`src/common/rdc_pkg.sv`:
```
/*
 * Constants for the reader direct command unit: APB register map, field
 * positions, reset values, command codes and timing counts.
 * Assumes a 100 MHz system clock and a 32-bit APB master.
 */
package rdc_pkg;
    // Register byte addresses
    localparam logic [7:0] RDC_A_CMD = 8'h00;
    localparam logic [7:0] RDC_A_CFG = 8'h04;
    localparam logic [7:0] RDC_A_TXDLY = 8'h08;
    localparam logic [7:0] RDC_A_RXDLY = 8'h0c;
    localparam logic [7:0] RDC_A_TXLEN = 8'h10;
    localparam logic [7:0] RDC_A_FIFO = 8'h14;
    localparam logic [7:0] RDC_A_ADC = 8'h18;
    localparam logic [7:0] RDC_A_STAT = 8'h1c;
    localparam logic [7:0] RDC_A_EVT = 8'h20;
    localparam logic [7:0] RDC_A_RN16 = 8'h24;
    // Config field positions
    localparam int RDC_CFG_MSEL_LSB = 0;
    localparam int RDC_CFG_MSEL_W = 3;
    localparam logic [7:0] RDC_CFG_RST = 8'h00;
    localparam logic [7:0] RDC_DLY_RST = 8'h00;
    // Command codes
    localparam logic [7:0] RDC_C_IDLE = 8'h80;
    localparam logic [7:0] RDC_C_INIT = 8'h83;
    localparam logic [7:0] RDC_C_MAIN = 8'h84;
    localparam logic [7:0] RDC_C_AUX = 8'h85;
    localparam logic [7:0] RDC_C_ADC = 8'h87;
    localparam logic [7:0] RDC_C_FRST = 8'h8f;
    localparam logic [7:0] RDC_C_TXC = 8'h90;
    localparam logic [7:0] RDC_C_TXH = 8'h91;
    localparam logic [7:0] RDC_C_TXN = 8'h92;
    localparam logic [7:0] RDC_C_DTXN = 8'h93;
    localparam logic [7:0] RDC_C_DTXC = 8'h94;
    localparam logic [7:0] RDC_C_BLK = 8'h96;
    localparam logic [7:0] RDC_C_ENRX = 8'h97;
    localparam logic [7:0] RDC_C_QRY = 8'h98;
    localparam logic [7:0] RDC_C_QLAST = 8'h9c;
    localparam logic [7:0] RDC_C_ACK = 8'h9d;
    // CRC selection encodings
    localparam logic [1:0] RDC_CRC_NONE = 2'h0;
    localparam logic [1:0] RDC_CRC_16 = 2'h1;
    localparam logic [1:0] RDC_CRC_5 = 2'h2;
    // Query receive length in bits
    localparam logic [9:0] RDC_QRY_RXLEN = 10'h010;
    // Start threshold in payload bytes
    localparam logic [11:0] RDC_TX_START = 12'h003;
    // Delay tick: one wait unit in ns, and its cycle count at 100 MHz
    localparam int RDC_CLK_NS = 10;
    localparam int RDC_TICK_NS = 1000;
    localparam int RDC_TICK_CYC = (RDC_TICK_NS + RDC_CLK_NS - 1) / RDC_CLK_NS;
    // ADC conversion time in ns and cycles
    localparam int RDC_ADC_NS = 500;
    localparam int RDC_ADC_CYC = (RDC_ADC_NS + RDC_CLK_NS - 1) / RDC_CLK_NS;
    // Sequencer states
    typedef enum logic [3:0] {
        RDC_S_IDLE = 4'b0001,
        RDC_S_WAIT = 4'b0010,
        RDC_S_SEND = 4'b0100,
        RDC_S_RXW = 4'b1000
    } rdc_state_e;
endpackage

```
`src/design/rdc_delay_timer.sv`:
```
/*
 * Loadable down counter in units of one wait tick.
 * Assumes a synchronous start pulse; done pulses once when it elapses.
 */
`timescale 1ns/1ps
module rdc_delay_timer
    import rdc_pkg::*;
(
    // Clock and reset
    input wire logic i_clock,
    input wire logic i_rst_n,
    // Control
    input wire logic i_start,
    input wire logic [7:0] i_units,
    // Status
    output logic o_running,
    output logic o_done
);
    logic [7:0] units;
    logic [7:0] next_units;
    logic [15:0] tick;
    logic [15:0] next_tick;
    logic run;
    logic next_run;
    logic done;
    logic next_done;

    // Restart on every start pulse so the count runs from the latest event
    always_comb begin
        next_units = units;
        next_tick = tick;
        next_run = run;
        next_done = 1'b0;
        if (i_start) begin
            next_units = i_units;
            next_tick = 16'(RDC_TICK_CYC - 1);
            next_run = (i_units != 8'h00);
            next_done = (i_units == 8'h00);
        end else if (run) begin
            if (tick == 16'h0000) begin
                next_tick = 16'(RDC_TICK_CYC - 1);
                next_units = units - 8'h01;
                if (units == 8'h01) begin
                    next_run = 1'b0;
                    next_done = 1'b1;
                end
            end else begin
                next_tick = tick - 16'h0001;
            end
        end
    end

    // State registers
    always_ff @(posedge i_clock or negedge i_rst_n) begin
        if (!i_rst_n) begin
            units <= 8'h00;
            tick <= 16'h0000;
            run <= 1'b0;
            done <= 1'b0;
        end else begin
            units <= next_units;
            tick <= next_tick;
            run <= next_run;
            done <= next_done;
        end
    end

    assign o_running = run;
    assign o_done = done;
endmodule

```
`src/design/rdc_adc_seq.sv`:
```
/*
 * Single-shot conversion sequencer for the 8-bit converter.
 * Assumes the analog sample inputs are synchronous and stable.
 */
`timescale 1ns/1ps
module rdc_adc_seq
    import rdc_pkg::*;
(
    // Clock and reset
    input wire logic i_clock,
    input wire logic i_rst_n,
    input wire logic i_clear,
    // Control
    input wire logic i_trigger,
    input wire logic [2:0] i_source,
    // Sample sources
    input wire logic [7:0] i_mix_i,
    input wire logic [7:0] i_mix_q,
    input wire logic [7:0] i_pin,
    input wire logic [7:0] i_test,
    // Result
    output logic o_busy,
    output logic o_done,
    output logic [7:0] o_result
);
    logic [7:0] cnt;
    logic [7:0] next_cnt;
    logic busy;
    logic next_busy;
    logic done;
    logic next_done;
    logic [7:0] result;
    logic [7:0] next_result;
    logic [2:0] src;
    logic [2:0] next_src;
    logic [7:0] sample;

    // Source mux: two mixers, external pin, the rest test input
    always_comb begin
        case (src)
            3'h1: sample = i_mix_i;
            3'h2: sample = i_mix_q;
            3'h3: sample = i_pin;
            default: sample = i_test;
        endcase
    end

    // Source latched at trigger so a late change cannot corrupt the result
    always_comb begin
        next_cnt = cnt;
        next_busy = busy;
        next_done = 1'b0;
        next_result = result;
        next_src = src;
        if (i_clear) begin
            next_cnt = 8'h00;
            next_busy = 1'b0;
            next_result = 8'h00;
        end else if (i_trigger && !busy) begin
            next_src = i_source;
            next_cnt = 8'(RDC_ADC_CYC - 1);
            next_busy = 1'b1;
        end else if (busy) begin
            if (cnt == 8'h00) begin
                next_busy = 1'b0;
                next_done = 1'b1;
                next_result = sample;
            end else begin
                next_cnt = cnt - 8'h01;
            end
        end
    end

    // State registers
    always_ff @(posedge i_clock or negedge i_rst_n) begin
        if (!i_rst_n) begin
            cnt <= 8'h00;
            busy <= 1'b0;
            done <= 1'b0;
            result <= 8'h00;
            src <= 3'h0;
        end else begin
            cnt <= next_cnt;
            busy <= next_busy;
            done <= next_done;
            result <= next_result;
            src <= next_src;
        end
    end

    assign o_busy = busy;
    assign o_done = done;
    assign o_result = result;
endmodule

```
`src/design/rdc_top.sv`:
```
/*
 * Direct command unit: APB slave taking command bytes and dispatching them
 * to frequency select, converter, FIFO reset, transmit and receiver control.
 * Assumes the transmitter, receiver and FIFO sit outside and exchange
 * one-cycle synchronous pulses with this block.
 */
`timescale 1ns/1ps
module rdc_top
    import rdc_pkg::*;
(
    // Clock and reset
    input wire logic i_clock,
    input wire logic i_rst_n,
    // APB slave
    input wire logic i_psel,
    input wire logic i_penable,
    input wire logic i_pwrite,
    input wire logic [7:0] i_paddr,
    input wire logic [31:0] i_pwdata,
    output logic [31:0] o_prdata,
    output logic o_pready,
    output logic o_pslverr,
    // Converter sources
    input wire logic [7:0] i_mix_i,
    input wire logic [7:0] i_mix_q,
    input wire logic [7:0] i_adc_pin,
    input wire logic [7:0] i_adc_test,
    // Transmitter and receiver events
    input wire logic i_tx_done,
    input wire logic i_rx_end,
    input wire logic i_rx_rn16_vld,
    input wire logic [15:0] i_rx_rn16,
    // Synthesizer and datapath control
    output logic o_pll_aux,
    output logic o_tx_start,
    output logic [1:0] o_tx_crc,
    output logic o_tx_ack_rn16,
    output logic [15:0] o_tx_rn16,
    output logic o_rx_header,
    output logic o_rx_nocrc,
    output logic o_rx_len_force,
    output logic [9:0] o_rx_len,
    output logic o_rx_hold,
    output logic o_fifo_clear,
    output logic o_soft_init
);
    // Register file
    logic [7:0] cfg, next_cfg;
    logic [7:0] txdly, next_txdly;
    logic [7:0] rxdly, next_rxdly;
    logic [11:0] txlen, next_txlen;
    logic [11:0] fcnt, next_fcnt;
    logic [7:0] errloc, next_errloc;
    logic [2:0] evt, next_evt;
    logic [15:0] rn16, next_rn16;
    // Control state
    rdc_state_e state, next_state;
    logic aux, next_aux;
    logic blocked, next_blocked;
    logic start, next_start;
    logic [1:0] crc, next_crc;
    logic ackr, next_ackr;
    logic hdr, next_hdr;
    logic nocrc, next_nocrc;
    logic qforce, next_qforce;
    logic fclr, next_fclr;
    logic sinit, next_sinit;
    logic delayed, next_delayed;
    logic [31:0] prdata, next_prdata;
    logic pready, next_pready;
    logic pslverr, next_pslverr;
    // Decode helpers
    logic acc, wr, cmd_wr;
    logic [7:0] cmd;
    logic adc_trig, adc_busy, adc_done;
    logic [7:0] adc_res;
    logic tx_tmr_start, tx_tmr_run, tx_tmr_done;
    logic rx_tmr_start, rx_tmr_run, rx_tmr_done;

    // Command byte test: bit 7 marks a command
    function automatic logic is_cmd(input logic [7:0] b);
        return b[7];
    endfunction

    // Query family range check
    function automatic logic is_query(input logic [7:0] b);
        return (b >= RDC_C_QRY) && (b <= RDC_C_QLAST);
    endfunction

    // Two-cycle access phase: acc marks only the first access cycle; pready answers one cycle later
    assign acc = i_psel && i_penable && !pready;
    assign wr = acc && i_pwrite;
    assign cmd = i_pwdata[7:0];
    assign cmd_wr = wr && (i_paddr == RDC_A_CMD) && is_cmd(cmd);
    assign adc_trig = cmd_wr && (cmd == RDC_C_ADC);
    // Transmit delay timer re-armed at each reception end, never by the command; receive timer at transmit done
    assign tx_tmr_start = i_rx_end;
    assign rx_tmr_start = i_tx_done && (rxdly != 8'h00);

    rdc_adc_seq u_adc (
        .i_clock(i_clock),
        .i_rst_n(i_rst_n),
        .i_clear(sinit),
        .i_trigger(adc_trig),
        .i_source(cfg[RDC_CFG_MSEL_LSB +: RDC_CFG_MSEL_W]),
        .i_mix_i(i_mix_i),
        .i_mix_q(i_mix_q),
        .i_pin(i_adc_pin),
        .i_test(i_adc_test),
        .o_busy(adc_busy),
        .o_done(adc_done),
        .o_result(adc_res)
    );

    rdc_delay_timer u_txtmr (
        .i_clock(i_clock),
        .i_rst_n(i_rst_n),
        .i_start(tx_tmr_start || sinit), // soft init leaves no delay counting
        .i_units(sinit ? RDC_DLY_RST : txdly),
        .o_running(tx_tmr_run),
        .o_done(tx_tmr_done)
    );

    rdc_delay_timer u_rxtmr (
        .i_clock(i_clock),
        .i_rst_n(i_rst_n),
        .i_start(rx_tmr_start || sinit),
        .i_units(sinit ? RDC_DLY_RST : rxdly),
        .o_running(rx_tmr_run),
        .o_done(rx_tmr_done)
    );

    // Register writes, command dispatch and status events
    always_comb begin
        next_cfg = cfg;
        next_txdly = txdly;
        next_rxdly = rxdly;
        next_txlen = txlen;
        next_fcnt = fcnt;
        next_errloc = errloc;
        next_evt = evt;
        next_rn16 = rn16;
        next_aux = aux;
        next_crc = crc;
        next_ackr = ackr;
        next_hdr = hdr;
        next_nocrc = nocrc;
        next_qforce = qforce;
        next_delayed = delayed;
        next_fclr = 1'b0;
        next_sinit = 1'b0;
        next_blocked = blocked;
        if (wr) begin
            case (i_paddr)
                RDC_A_CFG: next_cfg = i_pwdata[7:0];
                RDC_A_TXDLY: next_txdly = i_pwdata[7:0];
                RDC_A_RXDLY: next_rxdly = i_pwdata[7:0];
                RDC_A_TXLEN: next_txlen = i_pwdata[11:0];
                RDC_A_FIFO: next_fcnt = fcnt + 12'h001;
                default: ;
            endcase
        end
        if (wr && (i_paddr == RDC_A_EVT)) begin
            next_errloc = i_pwdata[15:8];
        end
        // Hardware events win over status clears in the same cycle, but lose to the FIFO reset command
        if (wr && (i_paddr == RDC_A_STAT)) begin
            next_evt = evt & ~i_pwdata[2:0];
        end
        if (adc_done) begin
            next_evt[0] = 1'b1;
        end
        if (i_tx_done) begin
            next_evt[1] = 1'b1;
        end
        if (i_rx_end) begin
            next_evt[2] = 1'b1;
        end
        if (i_rx_rn16_vld && qforce) begin
            next_rn16 = i_rx_rn16;
        end
        if (i_tx_done) begin
            next_txlen = 12'h000;
            next_fcnt = 12'h000;
            next_blocked = 1'b0;
        end
        if (rx_tmr_start) begin
            next_blocked = 1'b1;
        end
        if (rx_tmr_done) begin
            next_blocked = 1'b0;
        end
        if (cmd_wr) begin
            case (cmd)
                RDC_C_IDLE: ;
                RDC_C_INIT: next_sinit = 1'b1;
                RDC_C_MAIN: next_aux = 1'b0;
                RDC_C_AUX: next_aux = 1'b1;
                RDC_C_FRST: begin
                    next_fclr = 1'b1;
                    next_fcnt = 12'h000;
                    next_evt = 3'h0;
                    next_errloc = 8'h00;
                end
                RDC_C_TXC, RDC_C_TXH, RDC_C_TXN, RDC_C_DTXN, RDC_C_DTXC: begin
                    next_crc = (cmd == RDC_C_TXN || cmd == RDC_C_DTXN)
                        ? RDC_CRC_NONE : RDC_CRC_16;
                    next_hdr = (cmd == RDC_C_TXH);
                    next_delayed = (cmd == RDC_C_DTXN || cmd == RDC_C_DTXC);
                    next_nocrc = 1'b0;
                    next_qforce = 1'b0;
                    next_ackr = 1'b0;
                end
                RDC_C_BLK: next_blocked = 1'b1;
                RDC_C_ENRX: next_blocked = 1'b0;
                RDC_C_ACK: begin
                    next_ackr = 1'b1;
                    next_crc = RDC_CRC_NONE;
                    next_delayed = 1'b0;
                    next_hdr = 1'b0;
                end
                default: begin
                    if (is_query(cmd)) begin
                        next_crc = (cmd == RDC_C_QRY) ? RDC_CRC_5 : RDC_CRC_NONE;
                        next_nocrc = 1'b1;
                        next_qforce = 1'b1;
                        next_hdr = 1'b0;
                        next_ackr = 1'b0;
                        next_delayed = 1'b0;
                    end
                end
            endcase
        end
    end

    // Transmit sequencer
    always_comb begin
        next_state = state;
        next_start = 1'b0;
        case (state)
            RDC_S_IDLE: begin
                if (cmd_wr && ((cmd >= RDC_C_TXC && cmd <= RDC_C_DTXC && cmd != 8'h95)
                        || is_query(cmd) || cmd == RDC_C_ACK)) begin
                    next_state = RDC_S_WAIT;
                end
            end
            RDC_S_WAIT: begin
                // Payload gate: third byte, or all of a shorter message; zero length waits, queries and ACK pass at once
                if ((fcnt >= RDC_TX_START) || ((txlen != 12'h000) && (fcnt >= txlen))
                        || !(crc == RDC_CRC_16 || !qforce && !ackr)) begin
                    if (!delayed) begin
                        next_start = 1'b1;
                        next_state = RDC_S_SEND;
                    end else begin
                        next_state = RDC_S_RXW;
                    end
                end
            end
            RDC_S_RXW: begin
                // Waits out the reception-end delay; one already elapsed cannot hang it
                if (tx_tmr_done || !tx_tmr_run) begin
                    next_start = 1'b1;
                    next_state = RDC_S_SEND;
                end
            end
            RDC_S_SEND: begin
                if (i_tx_done) begin
                    next_state = RDC_S_IDLE;
                end
            end
            default: next_state = RDC_S_IDLE;
        endcase
        if (sinit) begin
            next_state = RDC_S_IDLE;
        end
    end

    // APB read mux and answer; unmapped reads return zero with an error
    always_comb begin
        next_prdata = 32'h0000_0000;
        next_pready = acc;
        next_pslverr = 1'b0;
        if (acc) begin
            case (i_paddr)
                RDC_A_CMD: next_prdata = 32'h0000_0000;
                RDC_A_CFG: next_prdata = {24'h00_0000, cfg};
                RDC_A_TXDLY: next_prdata = {24'h00_0000, txdly};
                RDC_A_RXDLY: next_prdata = {24'h00_0000, rxdly};
                RDC_A_TXLEN: next_prdata = {20'h0_0000, txlen};
                RDC_A_FIFO: next_prdata = {20'h0_0000, fcnt};
                RDC_A_ADC: next_prdata = {23'h00_0000, adc_busy, adc_res};
                RDC_A_STAT: next_prdata = {22'h00_0000, tx_tmr_run | rx_tmr_run,
                    blocked, aux, state, evt};
                RDC_A_EVT: next_prdata = {16'h0000, errloc, 8'h00};
                RDC_A_RN16: next_prdata = {16'h0000, rn16};
                default: next_pslverr = 1'b1;
            endcase
        end
    end

    // All state; soft init reloads power-on defaults except the APB answer, and pulses the FIFO clear
    always_ff @(posedge i_clock or negedge i_rst_n) begin
        if (!i_rst_n) begin
            cfg <= RDC_CFG_RST;
            txdly <= RDC_DLY_RST;
            rxdly <= RDC_DLY_RST;
            txlen <= 12'h000;
            fcnt <= 12'h000;
            errloc <= 8'h00;
            evt <= 3'h0;
            rn16 <= 16'h0000;
            aux <= 1'b0;
            blocked <= 1'b0;
            crc <= RDC_CRC_NONE;
            ackr <= 1'b0;
            hdr <= 1'b0;
            nocrc <= 1'b0;
            qforce <= 1'b0;
            delayed <= 1'b0;
            fclr <= 1'b0;
            sinit <= 1'b0;
            state <= RDC_S_IDLE;
            start <= 1'b0;
            prdata <= 32'h0000_0000;
            pready <= 1'b0;
            pslverr <= 1'b0;
        end else if (sinit) begin
            cfg <= RDC_CFG_RST;
            txdly <= RDC_DLY_RST;
            rxdly <= RDC_DLY_RST;
            txlen <= 12'h000;
            fcnt <= 12'h000;
            errloc <= 8'h00;
            evt <= 3'h0;
            rn16 <= 16'h0000;
            aux <= 1'b0;
            blocked <= 1'b0;
            crc <= RDC_CRC_NONE;
            ackr <= 1'b0;
            hdr <= 1'b0;
            nocrc <= 1'b0;
            qforce <= 1'b0;
            delayed <= 1'b0;
            fclr <= 1'b1;
            sinit <= 1'b0;
            state <= RDC_S_IDLE;
            start <= 1'b0;
            prdata <= next_prdata;
            pready <= next_pready;
            pslverr <= next_pslverr;
        end else begin
            cfg <= next_cfg;
            txdly <= next_txdly;
            rxdly <= next_rxdly;
            txlen <= next_txlen;
            fcnt <= next_fcnt;
            errloc <= next_errloc;
            evt <= next_evt;
            rn16 <= next_rn16;
            aux <= next_aux;
            blocked <= next_blocked;
            crc <= next_crc;
            ackr <= next_ackr;
            hdr <= next_hdr;
            nocrc <= next_nocrc;
            qforce <= next_qforce;
            delayed <= next_delayed;
            fclr <= next_fclr;
            sinit <= next_sinit;
            state <= next_state;
            start <= next_start;
            prdata <= next_prdata;
            pready <= next_pready;
            pslverr <= next_pslverr;
        end
    end

    // Outputs come straight from flip-flops
    assign o_prdata = prdata;
    assign o_pready = pready;
    assign o_pslverr = pslverr;
    assign o_pll_aux = aux;
    assign o_tx_start = start;
    assign o_tx_crc = crc;
    assign o_tx_ack_rn16 = ackr;
    assign o_tx_rn16 = rn16;
    assign o_rx_header = hdr;
    assign o_rx_nocrc = nocrc;
    assign o_rx_len_force = qforce;
    assign o_rx_len = qforce ? RDC_QRY_RXLEN : 10'h000;
    assign o_rx_hold = blocked;
    assign o_fifo_clear = fclr;
    assign o_soft_init = sinit;
endmodule

```
`config.mk`:
```
export PLATFORM = sky130hd
export DESIGN_NAME = rdc_top
export DESIGN_NICKNAME = d
export VERILOG_FILES = /design/src/common/rdc_pkg.sv /design/src/design/rdc_delay_timer.sv /design/src/design/rdc_adc_seq.sv /design/src/design/rdc_top.sv
export SDC_FILE = /design/constraint.sdc
export NUM_CORES = 1
export LEC_CHECK = 0
export BUFFER_PORTS_ARGS = -buffer_cell sky130_fd_sc_hd__buf_2
export CORE_MARGIN = 5
export CORE_UTILIZATION = 30
export DETAILED_ROUTE_END_ITERATION = 16
export GPL_ROUTABILITY_DRIVEN = 0
export GPL_TIMING_DRIVEN = 0
export HOLD_SLACK_MARGIN = 0.08
export PLACE_DENSITY_LB_ADDON = 0.15
export SKIP_CTS_REPAIR_TIMING = 1
export SYNTH_ARGS = -nofsm -noshare
export SYNTH_HDL_FRONTEND = slang
export SYNTH_HIERARCHICAL = 1
export SYNTH_SLANG_ARGS = --single-unit
```
`constraint.sdc`:
```
create_clock -name i_clock -period 2.1 [get_ports i_clock]
set_input_delay 0.105 -clock i_clock [delete_from_list [all_inputs] [get_ports i_clock]]
set_output_delay 0.105 -clock i_clock [all_outputs]
set_load 0.05 [all_outputs]
```
# Yosys cells after proc, flatten, opt, wreduce, memory -nomap -nowiden
# Index checks and enable logic that the tools add are counted.
# op_classes
addsub	6
magnitude_cmp	6
eq_ne	43
mux	131
bitwise	4
reduce_logical	78
# op_table
op	n
8-bit 2-to-1 mux	29
16-bit 2-to-1 mux	9
16-bit one-hot mux with 9 select lines	1
8-bit equality test, second input constant	15
12-bit 2-to-1 mux	10
1-bit 2-to-1 mux	57
8-bit by 5-bit equality test with 1-bit output, second input constant	4
16-bit logical NOT	2
8-bit logical NOT	4
16-bit by 1-bit subtractor with 16-bit output, second input constant	2
4-bit 2-to-1 mux	6
8-bit one-hot mux with 3 select lines	1
2-bit nonzero test	12
8-bit nonzero test	3
8-bit by 1-bit subtractor with 8-bit output, second input constant	3
2-bit AND reduction	9
1-bit logical AND	17
8-bit by 1-bit equality test with 1-bit output, second input constant	2
8-bit by 4-bit equality test with 1-bit output, second input constant	2
8-bit by 6-bit equality test with 1-bit output, second input constant	2
8-bit greater-or-equal comparator, second input constant	2
8-bit less-or-equal comparator, second input constant	2
4-bit one-hot mux with 4 select lines	1
3-bit nonzero test	5
36 further kinds	68
# word_totals
register_bits	197
input_bits	96
wordCells	303

# Longest topological paths before layout
# depth
word_depth	9
depth_mapped	8

# By module
# The synthesis kept the hierarchy.
# by_module_without_submodules
mod	instances	cells_each	area_each_um2
rdc_top	1	667	6072.1
rdc_delay_timer	2	159	1526.5
rdc_adc_seq	1	139	1350.0

# Worst setup path after synthesis
# OpenSTA, ideal clock, no wires.
# synth_timing
path_type	reg2reg
startpoint	reg sinit, in the netlist o_soft_init
endpoint	reg u_txtmr.tick[13]
setup_ns	0.080
arrival_ns	2.465
t_required_ns	2.020
slack_ns	-0.444
stages_incl_launch_ff	9
period_less_slack_ns	2.544
path_cell_list	dfrtp_1 clkbuf_1 clkbuf_1 or2_2 or2_0 buf_2 nand4_1 or4b_1 a21oi_1
# synth_via
elab_chain_cells	2
word_cells_on_any_way	3
classes_between	1 x mux; 2 x reduce/logical
# synth_lines
item	line_no	source
from (decl)	rdc_top.sv:67	logic sinit, next_sinit;
from (signal assigned)	rdc_top.sv:369	sinit <= next_sinit;
1-bit logical OR (*)	rdc_top.sv:118	.i_start(tx_tmr_start || sinit),
16-bit 2-to-1 mux or 2-bit nonzero test (tied branches)	-	
to (signal assigned)	rdc_delay_timer.sv:62	tick <= next_tick;
to (decl)	rdc_delay_timer.sv:21	logic [15:0] tick;
# Every way passes the cells marked *; elsewhere a longest branch is shown, timed or not.
# A chain may end at the register's enable or synchronous reset.

# Final worst setup path
# layout_timing
startpoint	reg rxdly[4]
endpoint	reg u_rxtmr.tick[13]
# layout_via
elab_chain_cells	4
word_cells_on_any_way	5
classes_between	1 x mux; 4 x reduce/logical
# layout_lines
item	line_no	source
from (decl)	rdc_top.sv:50	logic [7:0] rxdly, next_rxdly;
from (signal assigned)	rdc_top.sv:354	rxdly <= next_rxdly;
8-bit nonzero test (*)	rdc_top.sv:98	assign rx_tmr_start = i_tx_done && (rxdly != 8'h00);
1-bit logical AND (*)	rdc_top.sv:98	
1-bit logical OR (*)	rdc_top.sv:127	.i_start(rx_tmr_start || sinit),
16-bit 2-to-1 mux or 2-bit nonzero test (tied branches)	-	
to (signal assigned)	rdc_delay_timer.sv:62	
to (decl)	rdc_delay_timer.sv:21	
# Marks and branches as above.

==> impl_metrics.yaml <==
floorplan:
  rows: 68
  dieArea_um2: 38800
  die_h_um: 197
  ios: 167
  core_um2: 34500
  initial_core_util_pct: 30.3
  fp.dieW_um: 197
timing:
  layout_setup_ws_ps: 61.1
  holdWs_ps: 17.1
  max_freq_mhz: 490
  drv_slew: 0
  tightestPinTransition_ps: 1010
  fin_crit_ps: 2040
  finalCritPeriodShare_pct: 97.1
  finalSetupViolations: 0
  slew_headroom_pct: 32.7
  finalHoldViolations: 0
  final.setup_skew_ps: 11.4
place:
  hpwl_um: 24300
  portBuffers: 124
  dpl-instance-area_um2: 11800
  dp_cells: 1728
  place_ws_ps: -262
clock_tree:
  clk_pin_slew_ps: 70
  cts_buffer_depth: 2
  cts.sinks: 181
  cts-root-buf: "clkbuf_16"
  clk_latency_ps: 450
  numCtsBuffers: 17
  cts_tree: "yes"
  h-tree-depth: 4
worst_setup_path:
  crit_fanout: 5
  rr_worst_depth: 9
  worst_r2r_startpoint: "rxdly[4]"
  crit_chain: "nor4_4, nand2_1, a21o_4, or2_4, buf_6, nand4_1, buf_4, o41ai_2, a21oi_2"
  critical-path-max-stage-delay_ps: 460
  worst-path-buf-inv: 2
  r2r-end: "u_rxtmr/tick[13]"
  critPathArrivalTime_ps: 2410
  endpoint_kind: "flip-flop"
  cp.required_ps: 2470
  critPathLaunchType: "flip-flop"
  crit_type: "reg2reg"
  critical-path-slowest-cell: "dfrtp_2"
  regToRegSetupSlack_ps: 60
  critPathTopFamily: "simple AND/OR/NAND/NOR gates"
synthesis:
  netlist_area_um2: 10500
  synth.ff_latch_count: 181
  yosysSeqAreaShare_pct: 43.3
  async_flop_share_pct: 100
  ys_types: 87
  synth_edf_count: 0
  postSynthAreaPerCell_um2: 9.32
  yosys_warnings: 6
  synthFlopType: "dfrtp_1"
  synth_cells: 1124
finish:
  design_area_um2: 13200
  final_cell_mix: "175 x dfrtp_1, 137 x nor2_1, 132 x buf_2, 90 x nand2_1, 66 x a21oi_1"
  final_common_cell: "dfrtp_1"
  final-instance-count-excl-fill: 1822
  drive_gt1_share_pct: 22.4
  area_growth_syn_to_layout_pct: 26.3
  fin_nets: 1471
power_and_ir_drop:
  max-vdd-ir-drop_mv: 0.550
  p_leak_nw: 5.85
  p_per_area_nw_per_um2: 653
detailed_routing:
  route.detailed.drc: 0
  drt_first_pass_iters: 6
  ant_nets: 0
  drt_iter0_drc: 555
  vias: 9304
  avgViaCountPerCell: 5.11
  wl_per_cell_um: 18.5
  wirelength_um: 33800
global_routing:
  grtUsageTotal_pct: 16.8
  grt_pass1_wl_um: 51700
  antenna_found_initial: 2
  grt_overflow_total: 0
  grt_pass1_vias: 8929
  grt_max_degree: 116
flow_run:
  drv_cap: 0
hold_path:
  holdPathEnd: "txdly[4]"
  whs_path_depth: 3
  hp-class: "in2reg"
  hp-start: "i_pwdata[4]"
outcome:
  status: "finished clean"
stage by stage:
stage               TNS (ps)  power [W]  utilization [%]
floorplan              -14.5    0.00482                -
CTS                    -8760    0.00859             35.9
global placement     -435670    0.00523             34.1
global route            -289    0.00905             38.3
detailed placement    -10700    0.00526             34.2
finish                     0    0.00864             38.3
layout make-up:
| class | instances | area, um^2 |
|---|---|---|
| tap | 455 | 569 |
| fill | 3561 | 21300 |
| antenna | 1 | 2.50 |
| clock buffer | 18 | 439 |
| timing repair buffer | 189 | 1260 |
| clock inverter | 13 | 148 |
| sequential | 181 | 4540 |
| inverter | 37 | 139 |
| multi-input combinational | 851 | 5660 |
| buffer | 77 | 482 |
tightest hold or removal path: stages:
cell and delay (ps):
buf_2 150, mux2i_1 80, nor2_1 80
routing by layer:
layer  wire length (um)  vias to the layer above  part of all wire [%]  track usage (%)
li1                   -                     4498                     -                -
met1              15500                     4588                    46             22.8
met2              16700                      196                    49             28.5
met3               1170                       22                   3.5             2.70
met4                395                        0                   1.2             3.57
met5                  0                        -                     0                0
registers in the layout (all words and copies together), names as in the netlist, 2 cells and up:
signal and flops:
u_txtmr/units 8, state 4, txlen 12, u_rxtmr/units 8, u_rxtmr/tick 16, rxdly 8, fcnt 12, u_adc/src 3
u_txtmr/tick 16, txdly 8, cfg 8, errloc 8, u_adc/cnt 8, o_prdata 16, evt 3, o_tx_crc 2
o_tx_rn16 16, u_adc/o_result 8
synthesized netlist by cell type (all sizes together) (4+ instances only):
library cell	n	area share [%]
nor2	139	5.0
and2	4	0.24
or4	14	1.1
o21bai	8	0.57
o21a	8	0.57
o31a	6	0.50
nand4b	6	0.50
or3	18	1.2
nand4	15	1.1
a32o	8	0.76
mux2	7	0.75
nand2b	14	0.84
a222oi	5	0.48
nor4	34	2.6
nand2	93	3.4
a211oi	6	0.43
or2	7	0.42
xnor2	11	0.92
mux2i	63	6.0
nor4b	13	1.6
o21ai	35	1.7
a221oi	4	0.33
a31oi	8	0.48
ha	21	2.5
xor2	17	1.4
and3	5	0.30
o31ai	4	0.29
a22oi	16	1.1
clkbuf	36	1.3
buf	43	2.7
o22ai	7	0.42
nor3	26	1.5
dfrtp	180	43
a21oi	68	3.2
nor2b	33	2.0
nor3b	13	0.93
inv	37	1.3
nand3b	8	0.57
nand3	44	2.1
power by group:
group | internal [W] | switching (W)
Combinational | 0.000608 | 0.000748
Sequential | 0.00368 | 0.000309
Clock | 0.00180 | 0.00150
worst max path at each step:
stage / endpoint / cells past startpoint / from / slack, ps
floorplan: u_txtmr/tick[13] / 8 / o_soft_init / -9
global placement: o_soft_init / 1 / i_rst_n / -2730
detailed placement: errloc[4] / 8 / i_paddr[5] / -260
CTS: u_rxtmr/o_done / 7 / o_soft_init / -280
global route: u_adc/src[1] / 6 / o_pready / -50
finish: u_rxtmr/tick[13] / 9 / rxdly[4] / 60
kinds of logic after synthesis:
group                    Yosys count  share of synthesized area [%]
buffers and inverters            116                           5.36
AO/OA/AOI/OAI                    210                           13.3
XOR/XNOR                          28                           2.34
multiplexers                      71                           6.99
other                              1                         0.0358
adder cells (fa/ha/maj)           21                           2.51
flip-flops                       181                           43.3
AND/OR/NAND/NOR                  496                           26.2
(Power assumes the default switching activity.)
